<file path="src/rtl/canopen_nmt_sdo_slave_defines.vh">
// Constants for the CANopen slave communication handler
`ifndef CANOPEN_NMT_SDO_SLAVE_DEFINES_VH
`define CANOPEN_NMT_SDO_SLAVE_DEFINES_VH

// CAN identifier bases
`define ID_NMT 11'h000
`define ID_SYNC 11'h080
`define ID_EMCY_BASE 11'h080
`define ID_SDO_RX_BASE 11'h600
`define ID_SDO_TX_BASE 11'h580
`define NODE_ID_MAX 7'h7F

// NMT command bytes
`define NMT_START 8'h01
`define NMT_STOP 8'h02
`define NMT_PREOP 8'h80
`define NMT_RST_NODE 8'h81
`define NMT_RST_COMM 8'h82

// NMT states
`define ST_INIT 2'h0
`define ST_PREOP 2'h1
`define ST_OPER 2'h2
`define ST_STOP 2'h3

// SDO command bytes
`define SDO_DL_1 8'h2F
`define SDO_DL_2 8'h2B
`define SDO_DL_3 8'h27
`define SDO_DL_4 8'h23
`define SDO_UL_REQ 8'h40
`define SDO_UL_1 8'h4F
`define SDO_UL_2 8'h4B
`define SDO_UL_3 8'h47
`define SDO_UL_4 8'h43
`define SDO_DL_OK 8'h60
`define SDO_ABORT 8'h80
`define SDO_ERR_CMD 32'h05040001
`define SDO_ERR_NOOBJ 32'h06020000

// Object indices
`define OBJ_ERR_REG 16'h1001
`define OBJ_ERR_HIST 16'h1003
`define OBJ_SYNC_WIN 16'h1007

// Timing: one millisecond at 100 MHz
`define CLK_HZ 100000000
`define MS_NS 1000000
`define CLK_NS 10
`define MS_CYCLES (`MS_NS / `CLK_NS)

`endif

</file>
<file path="src/rtl/canopen_nmt_sdo_slave.v">
// CANopen slave: NMT, SYNC window, EMCY and expedited SDO handling
// Function
// - Node identifier lies in 1..127; zero or out-of-range ID is ignored.
// - Initialization only after reset or reset commands, then pre-operational.
// - PDO only operational; SDO/SYNC/EMCY pre-op and op; stopped takes NMT.
// - NMT frames use CAN ID 0 with two bytes: command, node.
// - Commands 01 oper, 02 stop, 80 pre-op, 81 reset node, 82 reset comm.
// - Node byte zero is broadcast; nonzero matches own node only.
// - Reset node restarts all; reset comm resets communication settings only.
// - On SYNC commit RX process data and sample TX process data.
// - PDOs only inside the sync window set in milliseconds by 1007.
// - RX PDO type 0 acts at next sync; TX type 1..240.
// - Emergency sent on 80h plus node for non-SDO internal errors.
// - Emergency carries error code, error register and manufacturer code.
// - Error sets bit in 1001, history stored in 1003 subindex 1.
// - With no errors pending, an all-zero emergency frame is sent.
// - SDO requests on 600h plus node, replies on 580h plus node.
// - Index in bytes 1-2 LSB first, subindex byte 3, echoed in reply.
// - Expedited transfer serves objects of at most four bytes.
// - Write command encodes length: 2F, 2B, 27, 23.
// - Data is little endian, LSB in data byte 4.
// - Write OK answers 60 plus echo; failure 80 plus 32-bit code.
// - Read reply encodes length: 4F, 4B, 47, 43.
// - Every expedited request receives exactly one answer; code drops one arriving while a reply is built or pending.
// - Every SDO frame has eight data bytes, unused bytes zero.
// - Unknown command byte rejected with code 05040001.
`timescale 1ns/100ps
`default_nettype none
`include "canopen_nmt_sdo_slave_defines.vh"
module canopen_nmt_sdo_slave #(
   parameter MS_CYC = `MS_CYCLES,
   parameter OD_AW = 4
) (
   // Clock and reset
   input wire clk,
   input wire nrst,
   // Configuration
   input wire [6:0] node_id,
   input wire [7:0] tx_trans_type,
   // Received frame, same clock domain
   input wire rx_valid,
   input wire [10:0] rx_id,
   input wire [3:0] rx_dlc,
   input wire [63:0] rx_data,
   // Transmit frame
   output reg tx_valid,
   output reg [10:0] tx_id,
   output reg [3:0] tx_dlc,
   output reg [63:0] tx_data,
   input wire tx_ready,
   // Internal error reporting
   input wire err_event,
   input wire [15:0] emergency_error_code,
   input wire [2:0] err_bit,
   input wire [39:0] err_mfr_code,
   input wire err_clear,
   // Process data
   input wire [31:0] rpdo_data,
   input wire rpdo_valid,
   input wire [31:0] app_data,
   output reg [31:0] rpdo_committed,
   output reg [31:0] tpdo_data,
   output reg tpdo_start,
   output reg pdo_window,
   // Status
   output reg [1:0] nmt_state,
   output reg node_reset,
   output reg comm_reset,
   output reg [7:0] error_register
);
   // ----------------------------------------------------------------
   // Frame classification
   // ----------------------------------------------------------------
   localparam S_IDLE = 2'h0;
   localparam S_READ = 2'h1;
   localparam S_SEND = 2'h2;

   wire node_ok = (node_id != 7'h00);
   wire [10:0] own_sdo_rx = `ID_SDO_RX_BASE + {4'h0, node_id};
   wire is_nmt = rx_valid && rx_id == `ID_NMT && rx_dlc == 4'h2;
   wire nmt_hit = is_nmt && node_ok && (rx_data[15:8] == 8'h00 ||
      rx_data[15:8] == {1'b0, node_id});
   wire is_sync = rx_valid && rx_id == `ID_SYNC;
   wire is_sdo = rx_valid && node_ok && rx_id == own_sdo_rx &&
      rx_dlc == 4'h8;
   wire svc_on = nmt_state == `ST_PREOP || nmt_state == `ST_OPER;

   // Byte count of an expedited write command, zero if not one
   function [2:0] dl_len;
      input [7:0] c;
      begin
         case (c)
            `SDO_DL_1: dl_len = 3'd1;
            `SDO_DL_2: dl_len = 3'd2;
            `SDO_DL_3: dl_len = 3'd3;
            `SDO_DL_4: dl_len = 3'd4;
            default: dl_len = 3'd0;
         endcase
      end
   endfunction

   // Byte mask for a length
   function [31:0] len_mask;
      input [2:0] n;
      begin
         case (n)
            3'd1: len_mask = 32'h000000FF;
            3'd2: len_mask = 32'h0000FFFF;
            3'd3: len_mask = 32'h00FFFFFF;
            default: len_mask = 32'hFFFFFFFF;
         endcase
      end
   endfunction

   // ----------------------------------------------------------------
   // Object dictionary store
   // ----------------------------------------------------------------
   reg [7:0] sdo_cmd_r;
   reg [15:0] sdo_idx_r;
   reg [7:0] sdo_sub_r;
   reg [1:0] sdo_st_r;
   reg od_we;
   // Write data latched: the bus moves on once the frame has passed
   reg [31:0] sdo_wdat_r;
   wire [31:0] od_rd;
   wire [OD_AW-1:0] od_addr = sdo_idx_r[OD_AW-1:0] ^ sdo_sub_r[OD_AW-1:0];

   od_ram #(.AW(OD_AW), .DW(32)) u_od (
      .clk(clk),
      .wr_en(od_we),
      .wr_addr(od_addr),
      .wr_data(sdo_wdat_r),
      .rd_addr(od_addr),
      .rd_data(od_rd)
   );

   // ----------------------------------------------------------------
   // NMT state machine
   // ----------------------------------------------------------------
   reg [15:0] sync_win_ms_r;
   reg [15:0] win_ms_cnt_r;
   reg [31:0] ms_cnt_r;
   reg emcy_pend_r;
   reg emcy_zero_r;
   reg boot_pend_r;
   reg [15:0] emcy_code_r;
   reg [39:0] emcy_mfr_r;
   reg [63:0] err_hist_r;
   reg [31:0] rx_hold_r;
   reg sdo_pend_r;
   reg [63:0] sdo_reply_r;

   always @(posedge clk) begin
      if (!nrst) begin
         nmt_state <= `ST_INIT;
         node_reset <= 1'b0;
         comm_reset <= 1'b0;
         boot_pend_r <= 1'b1;
      end else begin
         node_reset <= 1'b0;
         comm_reset <= 1'b0;
         if (nmt_state == `ST_INIT) begin
            nmt_state <= `ST_PREOP;
         end else if (nmt_hit) begin
            case (rx_data[7:0])
               `NMT_START: nmt_state <= `ST_OPER;
               `NMT_STOP: nmt_state <= `ST_STOP;
               `NMT_PREOP: nmt_state <= `ST_PREOP;
               `NMT_RST_NODE: begin
                  nmt_state <= `ST_INIT;
                  node_reset <= 1'b1;
               end
               `NMT_RST_COMM: begin
                  nmt_state <= `ST_INIT;
                  comm_reset <= 1'b1;
               end
               default: nmt_state <= nmt_state;
            endcase
         end
         if (nmt_state == `ST_INIT) begin
            boot_pend_r <= 1'b1;
         end else if (boot_pend_r && tx_ready && !tx_valid) begin
            boot_pend_r <= 1'b0;
         end
      end
   end

   // ----------------------------------------------------------------
   // SYNC, process data and window timing
   // ----------------------------------------------------------------
   wire comm_rst_now = !nrst || node_reset || comm_reset;
   wire tx_sync_type = tx_trans_type >= 8'd1 && tx_trans_type <= 8'd240;

   always @(posedge clk) begin
      if (comm_rst_now) begin
         pdo_window <= 1'b0;
         tpdo_start <= 1'b0;
         win_ms_cnt_r <= 16'h0000;
         ms_cnt_r <= 32'h00000000;
         rx_hold_r <= 32'h00000000;
         rpdo_committed <= 32'h00000000;
         tpdo_data <= 32'h00000000;
      end else begin
         tpdo_start <= 1'b0;
         if (rpdo_valid && pdo_window && nmt_state == `ST_OPER) begin
            rx_hold_r <= rpdo_data;
         end
         if (is_sync && svc_on) begin
            if (nmt_state == `ST_OPER) begin
               rpdo_committed <= rx_hold_r;
               tpdo_data <= app_data;
               tpdo_start <= tx_sync_type;
               pdo_window <= (sync_win_ms_r != 16'h0000);
            end
            win_ms_cnt_r <= sync_win_ms_r;
            ms_cnt_r <= 32'h00000000;
         end else if (pdo_window) begin
            if (nmt_state != `ST_OPER) begin
               pdo_window <= 1'b0;
            end else if (ms_cnt_r == MS_CYC - 1) begin
               ms_cnt_r <= 32'h00000000;
               if (win_ms_cnt_r <= 16'h0001) begin
                  pdo_window <= 1'b0;
               end
               win_ms_cnt_r <= win_ms_cnt_r - 16'h0001;
            end else begin
               ms_cnt_r <= ms_cnt_r + 32'h00000001;
            end
         end
      end
   end

   // ----------------------------------------------------------------
   // Error handling and emergency
   // ----------------------------------------------------------------
   wire emcy_take = tx_ready && !tx_valid && !boot_pend_r &&
      emcy_pend_r && svc_on;

   always @(posedge clk) begin
      if (!nrst || node_reset) begin
         error_register <= 8'h00;
         emcy_pend_r <= 1'b0;
         emcy_zero_r <= 1'b0;
         emcy_code_r <= 16'h0000;
         emcy_mfr_r <= 40'h0000000000;
         err_hist_r <= 64'h0;
      end else if (err_event) begin
         error_register <= error_register | (8'h01 << err_bit);
         err_hist_r <= {err_mfr_code,
            error_register | (8'h01 << err_bit),
            emergency_error_code};
         emcy_code_r <= emergency_error_code;
         emcy_mfr_r <= err_mfr_code;
         emcy_zero_r <= 1'b0;
         emcy_pend_r <= 1'b1;
      end else if (err_clear && error_register != 8'h00) begin
         error_register <= 8'h00;
         emcy_zero_r <= 1'b1;
         emcy_pend_r <= 1'b1;
      end else if (emcy_take) begin
         emcy_pend_r <= 1'b0;
      end
   end

   // ----------------------------------------------------------------
   // Expedited SDO server
   // ----------------------------------------------------------------
   wire sdo_take = tx_ready && !tx_valid && !boot_pend_r && !emcy_take &&
      sdo_pend_r;
   reg [63:0] reply_nxt;
   reg [2:0] rd_len;

   always @* begin
      rd_len = 3'd4;
      if (sdo_idx_r == `OBJ_ERR_REG) begin
         rd_len = 3'd1;
      end else if (sdo_idx_r == `OBJ_SYNC_WIN) begin
         rd_len = 3'd2;
      end
      reply_nxt = {32'h00000000, sdo_sub_r, sdo_idx_r, 8'h00};
      case (sdo_cmd_r)
         `SDO_UL_REQ: begin
            case (rd_len)
               3'd1: reply_nxt[7:0] = `SDO_UL_1;
               3'd2: reply_nxt[7:0] = `SDO_UL_2;
               default: reply_nxt[7:0] = `SDO_UL_4;
            endcase
            if (sdo_idx_r == `OBJ_ERR_REG) begin
               reply_nxt[63:32] = {24'h000000, error_register};
            end else if (sdo_idx_r == `OBJ_SYNC_WIN) begin
               reply_nxt[63:32] = {16'h0000, sync_win_ms_r};
            end else if (sdo_idx_r == `OBJ_ERR_HIST) begin
               reply_nxt[63:32] = err_hist_r[31:0];
            end else begin
               reply_nxt[63:32] = od_rd;
            end
         end
         `SDO_DL_1, `SDO_DL_2, `SDO_DL_3, `SDO_DL_4: begin
            if (sdo_idx_r == `OBJ_ERR_REG || sdo_idx_r == `OBJ_ERR_HIST) begin
               reply_nxt[7:0] = `SDO_ABORT;
               reply_nxt[63:32] = `SDO_ERR_NOOBJ;
            end else begin
               reply_nxt[7:0] = `SDO_DL_OK;
            end
         end
         default: begin
            reply_nxt[7:0] = `SDO_ABORT;
            reply_nxt[63:32] = `SDO_ERR_CMD;
         end
      endcase
   end

   always @(posedge clk) begin
      if (comm_rst_now) begin
         sdo_st_r <= S_IDLE;
         sdo_pend_r <= 1'b0;
         sdo_cmd_r <= 8'h00;
         sdo_idx_r <= 16'h0000;
         sdo_sub_r <= 8'h00;
         sdo_reply_r <= 64'h0;
         sync_win_ms_r <= 16'h0000;
         sdo_wdat_r <= 32'h00000000;
         od_we <= 1'b0;
      end else begin
         od_we <= 1'b0;
         case (sdo_st_r)
            S_IDLE: begin
               if (is_sdo && svc_on && !sdo_pend_r) begin
                  sdo_cmd_r <= rx_data[7:0];
                  sdo_idx_r <= rx_data[23:8];
                  sdo_sub_r <= rx_data[31:24];
                  if (dl_len(rx_data[7:0]) != 3'd0) begin
                     sdo_wdat_r <= rx_data[63:32] &
                        len_mask(dl_len(rx_data[7:0]));
                     od_we <= rx_data[23:8] != `OBJ_ERR_REG &&
                        rx_data[23:8] != `OBJ_ERR_HIST;
                     if (rx_data[23:8] == `OBJ_SYNC_WIN) begin
                        sync_win_ms_r <= rx_data[47:32];
                     end
                  end
                  sdo_st_r <= S_READ;
               end
            end
            S_READ: begin
               sdo_st_r <= S_SEND;
            end
            S_SEND: begin
               sdo_reply_r <= reply_nxt;
               sdo_pend_r <= 1'b1;
               sdo_st_r <= S_IDLE;
            end
            default: sdo_st_r <= S_IDLE;
         endcase
         if (sdo_take) begin
            sdo_pend_r <= 1'b0;
         end
      end
   end

   // ----------------------------------------------------------------
   // Transmit arbitration: boot-up, emergency, then SDO reply
   // ----------------------------------------------------------------
   always @(posedge clk) begin
      if (!nrst) begin
         tx_valid <= 1'b0;
         tx_id <= 11'h000;
         tx_dlc <= 4'h0;
         tx_data <= 64'h0;
      end else if (tx_valid) begin
         tx_valid <= 1'b0;
      end else if (tx_ready && node_ok) begin
         if (boot_pend_r && nmt_state == `ST_PREOP) begin
            tx_valid <= 1'b1;
            tx_id <= 11'h700 + {4'h0, node_id};
            tx_dlc <= 4'h1;
            tx_data <= 64'h0;
         end else if (emcy_take) begin
            tx_valid <= 1'b1;
            tx_id <= `ID_EMCY_BASE + {4'h0, node_id};
            tx_dlc <= 4'h8;
            tx_data <= emcy_zero_r ? 64'h0 :
               {emcy_mfr_r, error_register, emcy_code_r};
         end else if (sdo_take) begin
            tx_valid <= 1'b1;
            tx_id <= `ID_SDO_TX_BASE + {4'h0, node_id};
            tx_dlc <= 4'h8;
            tx_data <= sdo_reply_r;
         end
      end
   end
endmodule // canopen_nmt_sdo_slave
`default_nettype wire

</file>
<file path="src/rtl/od_ram.v">
// Small object dictionary storage with registered read data
`timescale 1ns/100ps
`default_nettype none
module od_ram #(
   parameter AW = 4,
   parameter DW = 32
) (
   // Clock
   input wire clk,
   // Write port
   input wire wr_en,
   input wire [AW-1:0] wr_addr,
   input wire [DW-1:0] wr_data,
   // Read port
   input wire [AW-1:0] rd_addr,
   output reg [DW-1:0] rd_data
);
   reg [DW-1:0] mem [0:(1<<AW)-1];

   always @(posedge clk) begin
      if (wr_en) begin
         mem[wr_addr] <= wr_data;
      end
      rd_data <= mem[rd_addr];
   end
endmodule // od_ram
`default_nettype wire

</file>
<file path="config.mk">
export PLATFORM = sky130hd
export DESIGN_NAME = canopen_nmt_sdo_slave
export DESIGN_NICKNAME = d
export VERILOG_FILES = /design/src/rtl/canopen_nmt_sdo_slave.v /design/src/rtl/od_ram.v
export VERILOG_INCLUDE_DIRS = /design/src /design/src/rtl
export SDC_FILE = /design/constraint.sdc
export NUM_CORES = 2
export LEC_CHECK = 0
export ABC_AREA = 1
export BUFFER_PORTS_ARGS = -buffer_cell sky130_fd_sc_hd__buf_4
export CAP_MARGIN = 15
export CORE_MARGIN = 3
export CORE_UTILIZATION = 55
export DETAILED_ROUTE_END_ITERATION = 6
export PLACE_DENSITY = 0.79
export SYNTH_ARGS = -nofsm -noshare
export SYNTH_HDL_FRONTEND = slang
export SYNTH_SLANG_ARGS = --single-unit
</file>
<file path="constraint.sdc">
create_clock -name clk -period 9.5 [get_ports clk]
set_clock_uncertainty 0.2 [all_clocks]
set_input_delay 0.95 -clock clk [delete_from_list [all_inputs] [get_ports clk]]
set_output_delay 0.95 -clock clk [all_outputs]
set_load 0.05 [all_outputs]
</file>
# Yosys cells after proc, flatten, opt, wreduce, memory -nomap -nowiden
# Memory sizes are Yosys's and may differ from the RTL's. A register that Yosys moved wholly into a read port is not among the register bits.
# Cells that the tools add are included.
# totals
input_bits	224
n_memories	1
ff_bits	477
output_inout_bits	158
elab_cells	226
ramBits	512
# op_classes
eq_ne	39
n_reduce_logical	71
shift	1
addsub	6
magnitude_cmp	3
mux	61
n_bitwise	13
# memory_table
name	words	width	rd	rd_clocked_by_memory_dff	write_ports	line_no	source
u_od.mem	16	32	1	1	1	od_ram.v:18	reg [DW-1:0] mem [0:(1<<AW)-1];
# op_table
cell	count
32-bit 2-to-1 mux	8
64-bit 2-to-1 mux	4
32-bit case mux with 3 select lines	1
16-bit by 13-bit == test with 1-bit output, second input constant	4
8-bit by 6-bit == test with 1-bit output, second input constant	8
16-bit 2-to-1 mux	4
32-bit case mux with 2 select lines	1
11-bit 2-to-1 mux	3
32-bit by 1-bit adder with 32-bit output, second input constant	1
32-bit AND	1
32-bit by 17-bit == test with 1-bit output, second input constant	1
16-bit by 13-bit inequality test with 1-bit output, second input constant	2
27-bit 2-to-1 mux	1
3-bit 2-to-1 mux	9
1-bit logical AND	26
8-bit == test, second input constant	3
8-bit 2-to-1 mux	3
1-bit 2-to-1 mux	18
16-bit by 1-bit <= comparator with 1-bit output, second input constant	1
8-bit case mux with 2 select lines	1
16-bit nonzero test	1
16-bit by 1-bit subtractor with 16-bit output, second input constant	1
4-bit 2-to-1 mux	3
3-bit case mux with 4 select lines	1
other kinds (44)	88

# Longest topological paths before layout
# logic_depth
ltp_word	21
depth_mapped	14
ltp_nobuf	13

# By module
# Synthesis repeated with hierarchy kept, for this count alone.
# unflattened
hier_cells	4974
area_unflattened_um2	42672.2
# by_module_without_submodules
module	seq_area_each_um2	n_inst	area_per_inst_um2	cells_per_inst
od_ram	16015.4	1	22730.6	2120
canopen_nmt_sdo_slave	8928.6	1	19941.6	2854

# Worst setup path after synthesis
# No wires, ideal clock.
# synth_path
path_type	reg2reg
start	register sdo_idx_r[0]
end	memory u_od.mem[0][0], enable pin
path_buffers	2
setup_time_ns	0.421
setup_slack_ns	6.197
t_arrival_ns	2.682
period_less_slack_ns	3.303
required_time_ns	8.879
path_stages_with_launch	9
path_cell_list	dfxtp_1 inv_1 nand2_1 nand2_1 nor2_1 buf_2 buf_1 nand2_1 nor2_1
# synth_via
elab_chain_len	1
# synth_lines
item	line_no	source
start: declaration	canopen_nmt_sdo_slave.v:119	reg [15:0] sdo_idx_r;
start signal: assignment	canopen_nmt_sdo_slave.v:330	sdo_idx_r <= rx_data[23:8];
4-bit XOR	canopen_nmt_sdo_slave.v:126	wire [OD_AW-1:0] od_addr = sdo_idx_r[OD_AW-1:0] ^ sdo_sub_r[OD_AW-1:0];
end: declaration	od_ram.v:18	
# Every way passes these cells.

# Worst setup path after layout
# layout_path
start	register nmt_state[1]
end	register tx_data[53]
# layout_via
elab_chain_len	8
elab_cells_between_ends	12
cone_classes	eq/ne: 2; mux: 2; reduce/logical: 8
# layout_lines
item	line_no	source
start: declaration	canopen_nmt_sdo_slave.v:66	output reg [1:0] nmt_state,
start signal: assignment	canopen_nmt_sdo_slave.v:155	nmt_state <= `ST_INIT;
start signal: assignment	canopen_nmt_sdo_slave.v:163	nmt_state <= `ST_PREOP;
start signal: assignment	canopen_nmt_sdo_slave.v:166	`NMT_START: nmt_state <= `ST_OPER;
2-bit by 1-bit == test with 1-bit output (no line) / 2-bit == test (equally long branches)	n/a	
1-bit logical OR (no line)	n/a	
1-bit logical AND	canopen_nmt_sdo_slave.v:237	emcy_pend_r && svc_on;
1-bit logical NOT	canopen_nmt_sdo_slave.v:268	wire sdo_take = tx_ready && !tx_valid && !boot_pend_r && !emcy_take &&
1-bit logical AND (2 in series)	canopen_nmt_sdo_slave.v:268	
3-bit nonzero test (no line)	n/a	
3-bit AND reduction (no line)	n/a	
end signal: assignment	canopen_nmt_sdo_slave.v:381	tx_data <= emcy_zero_r ? 64'h0 :
end signal: assignment	canopen_nmt_sdo_slave.v:387	tx_data <= sdo_reply_r;
end: declaration	canopen_nmt_sdo_slave.v:49	output reg [63:0] tx_data,
# Parallel ways exist; a longest one is shown, timed or not.
# A chain may end at the register's enable or synchronous reset.

==> run summary <==
The flow ran to the end, and the final reports show no timing, DRC or antenna violations. The overall die area is 74500 sq um. The number of H-tree branching levels is 3. The remaining number of nets flagged by the antenna check after routing is 0.

The global-route wire length before repair is 170000 microns. In this run, placement finished with an instance count of 5168. After synthesis the netlist holds a flip-flop and latch count of 990. TritonCTS built the clock tree. The count of max-cap constraint violations came out at 0. The first detailed-routing pass took 6 iterations. The final critical path takes up 46.2% of the cycle. Counting cells, the worst reg-to-reg path comes to 13.

The slew at the pin with the worst max-slew slack came out at 1.09 ns. edfxtp_1 takes more of the synthesized area than any other cell. Power spread over the standard cell area amounts to 187 nW/um^2. The number of buffers between clock root and the deepest sink is 3. The terminating pin of the worst hold path is rpdo_committed[17]. The worst setup path is captured at a flop.

At the end of the flow, the number of nets in the layout was 4558. The leading cell type in the layout, fill and taps excluded is nand2_1. The design draws 8.62 mW. The type of the most critical hold path is reg -> reg. The proportion of synthesized flip-flops having asynchronous set or reset came out at 0%. The worst register-to-register path begins at nmt_state[1]. The area share of the leading cell type in the synthesized netlist is 39.2%. The via count of the first global-routing pass is 29042.

The clock-pin transition on the worst setup and hold timing paths came out at 0.06 ns. The number of enable flip-flop cells after synthesis is 512. The number of post-CTS setup repair buffers came out at 0. The worst slack after detailed placement came out at 4.88 ns. The final HPWL from detailed placement came out at 72400 microns. The library cells used most frequently in the layout, excluding fill and tap cells, are nand2_1, edfxtp_1, dfxtp_1. The static leakage power is 17.7 nW. The required time at the endpoint of the critical path came out at 9.89 ns. Setup repair after global routing left no endpoint under its margin.

Measured along the y axis, the die boundary spans 273 microns. The synthesized netlist contains 43 unique library cells. The setup slack of the worst register-to-register path is 5.11 ns. The area of the core is 70400 sq um. The tree is rooted in a clkbuf_16. The area growth from synthesis to layout is 17.6%. The I/O pin total is 382.

The last weighted congestion value of the routability-driven placer came out at 0.964. IR analysis of the VDD net gives a maximum drop of 0.000161 V. The accumulated negative setup slack came out at 0 ns. The overall overflow remaining after global route came out at 0. The minimum clock period came out at 4.39 ns. The critical path in this run is classified as reg -> reg.

Ranked by total cell area, the synthesized netlist is headed by edfxtp_1, dfxtp_1, nand2_1, a22oi_1, a21oi_1. The number of vias after detailed routing is 31548. For this block, the initial DRC count from the detailed router was 4154.

For this run, the leading register cell type out of synthesis is edfxtp_1. The count of cells along the worst hold path is 2. Setup violations remaining at the end of the flow were counted as 0. The final setup slack of the worst path is 5.11 ns. The cell count after synthesis is 4041. Along the worst path, the maximum fanout reaches 67. The post-route DRC violation count came out at 0. The worst register-to-register path ends at tx_data[53]. The clock latency reported for the late side of the worst-skew pair is 0.67 ns.

For this run, the register share of the synthesized area comes to 63.6%. In this run the cell area of the synthesized design comes to 39200 sq um. The count of instances resized after the clock tree is built is 0. The via density per instance is 5.88. The initial antenna violation count came out at 15. The total clock sinks is 990. The die extent in x came out at 273 microns. The share of cells above drive strength 1 came out at 14.4%. The detailed-route wire length per cell is 21.6 microns. The number of placement rows came out at 97.

For the worst setup path, the data arrival time is 4.78 ns. The count of hold-fix buffers inserted at cts is 0. Entering global routing, the biggest net connects 130 pins. The initial core utilization is 55.7%. The global routing usage summed across all routing layers is 29.8%. After detailed routing, the total wire length is 116000 microns. Counting the buffers created by CTS gives 96. Leaving out filler cells and counting taps, the final layout contains 5363. The number of hold violations in the final report came out at 0. The final max-slew violation count was 0. The worst slew margin relative to its limit came out at 27.6%. During placement, the flow inserted port buffers numbering 379. The mean instance size in the synthesized netlist came out at 9.70 sq um.

The worst setup path is launched from a flop. The count of warnings emitted by yosys came out at 0. In this run the most critical hold path is launched from rpdo_committed[17]. The maximum operating frequency is 0.228 GHz.
registers in the layout (all words and copies together) (netlist names), 9 cells and up:
register and count:
tx_id 10, tx_data 64, rpdo_committed 32, ms_cnt_r 32, u_od.rd_data 32, sdo_wdat_r 32, emcy_mfr_r 40, rx_hold_r 32
err_hist_r 9, sync_win_ms_r 16, sdo_idx_r 16, u_od.mem 512, emcy_code_r 15, tpdo_data 32, sdo_reply_r 62, win_ms_cnt_r 16
report_power, final:
group,switching (mW),leakage (nW),internal [mW],total [mW]
clock,1.64,1.60,2.21,3.85
sequential,0.0167,9.03,4.47,4.49
combinational,0.180,7.08,0.103,0.284
total,1.84,17.7,6.79,8.62
through the flow:
stage          hold slack [ns]  area, sq um  util, %
3_5_place_dp             0.237        42800     60.8
3_3_place_gp             0.233        42800     60.8
2_1_floorplan            0.229        39200        -
5_1_grt                  0.258        46100     65.5
6_report                 0.244        46100     65.5
4_1_cts                  0.246        46000     65.4
layout make-up:
class                           count  area, sq um
Multi-Input combinational cell   2495        12300
Inverter                          317         1190
Sequential cell                   990        24900
Fill cell                        5395        24300
Timing Repair Buffer              428         3250
Clock buffer                      125         2670
Clock inverter                     57          563
Antenna cell                       11         27.5
Tap cell                          940         1180
worst max path at each step:
stage | slack [ns] | cells past startpoint | to | start
final | 5.11 | 13 | tx_data[53] | nmt_state[1]
after global routing | 4.73 | 13 | tx_data[53] | nmt_state[1]
after CTS | 5.23 | 13 | tx_data[53] | nmt_state[1]
after detailed placement | 4.88 | 12 | tx_data[34] | tx_ready
after global placement | 4.95 | 12 | tx_data[43] | tx_ready
after floorplan | 6.20 | 8 | u_od.mem[0][0] | sdo_idx_r[0]
worst max-delay path, stage by stage (launching register included):
cell and delay (ns):
dfxtp_1 0.36, inv_1 0.10, ha_1 0.40, nand2_1 0.11, inv_1 0.07, nand2_2 0.56, nand3_1 0.33, nand2_2 0.06
buf_4 0.34, inv_2 0.73, nand2_1 0.20, inv_2 0.48, nand2_1 0.14, a21oi_1 0.15
per-layer routing:
metal  vias to the layer above  track usage, %  wire (microns)
met4                         8            14.3            5360
met2                      1705            46.1           53100
met5                         -               0              57
met1                     14980            39.5           44500
met3                       305            7.41           13000
li1                      14550               -               -
cells in the mapped netlist (2+ instances only):
| cell type | n |
|---|---|
| nor4_1 | 4 |
| dfxtp_1 | 478 |
| a21oi_1 | 370 |
| or2_2 | 5 |
| clkbuf_1 | 168 |
| nor2_2 | 6 |
| inv_1 | 306 |
| nand3_1 | 157 |
| nand3b_1 | 3 |
| clkinv_1 | 6 |
| ha_1 | 6 |
| buf_1 | 17 |
| a22oi_1 | 256 |
| xnor2_1 | 8 |
| buf_4 | 7 |
| xor2_1 | 16 |
| edfxtp_1 | 512 |
| buf_2 | 48 |
| a211oi_1 | 4 |
| o2111ai_1 | 33 |
| inv_2 | 5 |
| o22ai_1 | 8 |
| and3_1 | 2 |
| nor2_1 | 253 |
| nand4_1 | 101 |
| nor3_1 | 31 |
| nand2_1 | 961 |
| o21ai_0 | 255 |
cells by family after synthesis:
| kind of cell | share of synthesized area (%) |
|---|---|
| AOI/OAI and AO/OA | 14.0 |
| and+or+nand+nor | 16.2 |
| xor gates and xnor gates | 0.536 |
| buffers and inverters | 5.55 |
| other | 0.00956 |
| adders and majority gates | 0.191 |
| DFF | 63.6 |
No activity file was read; power rests on OpenSTA's default activity.
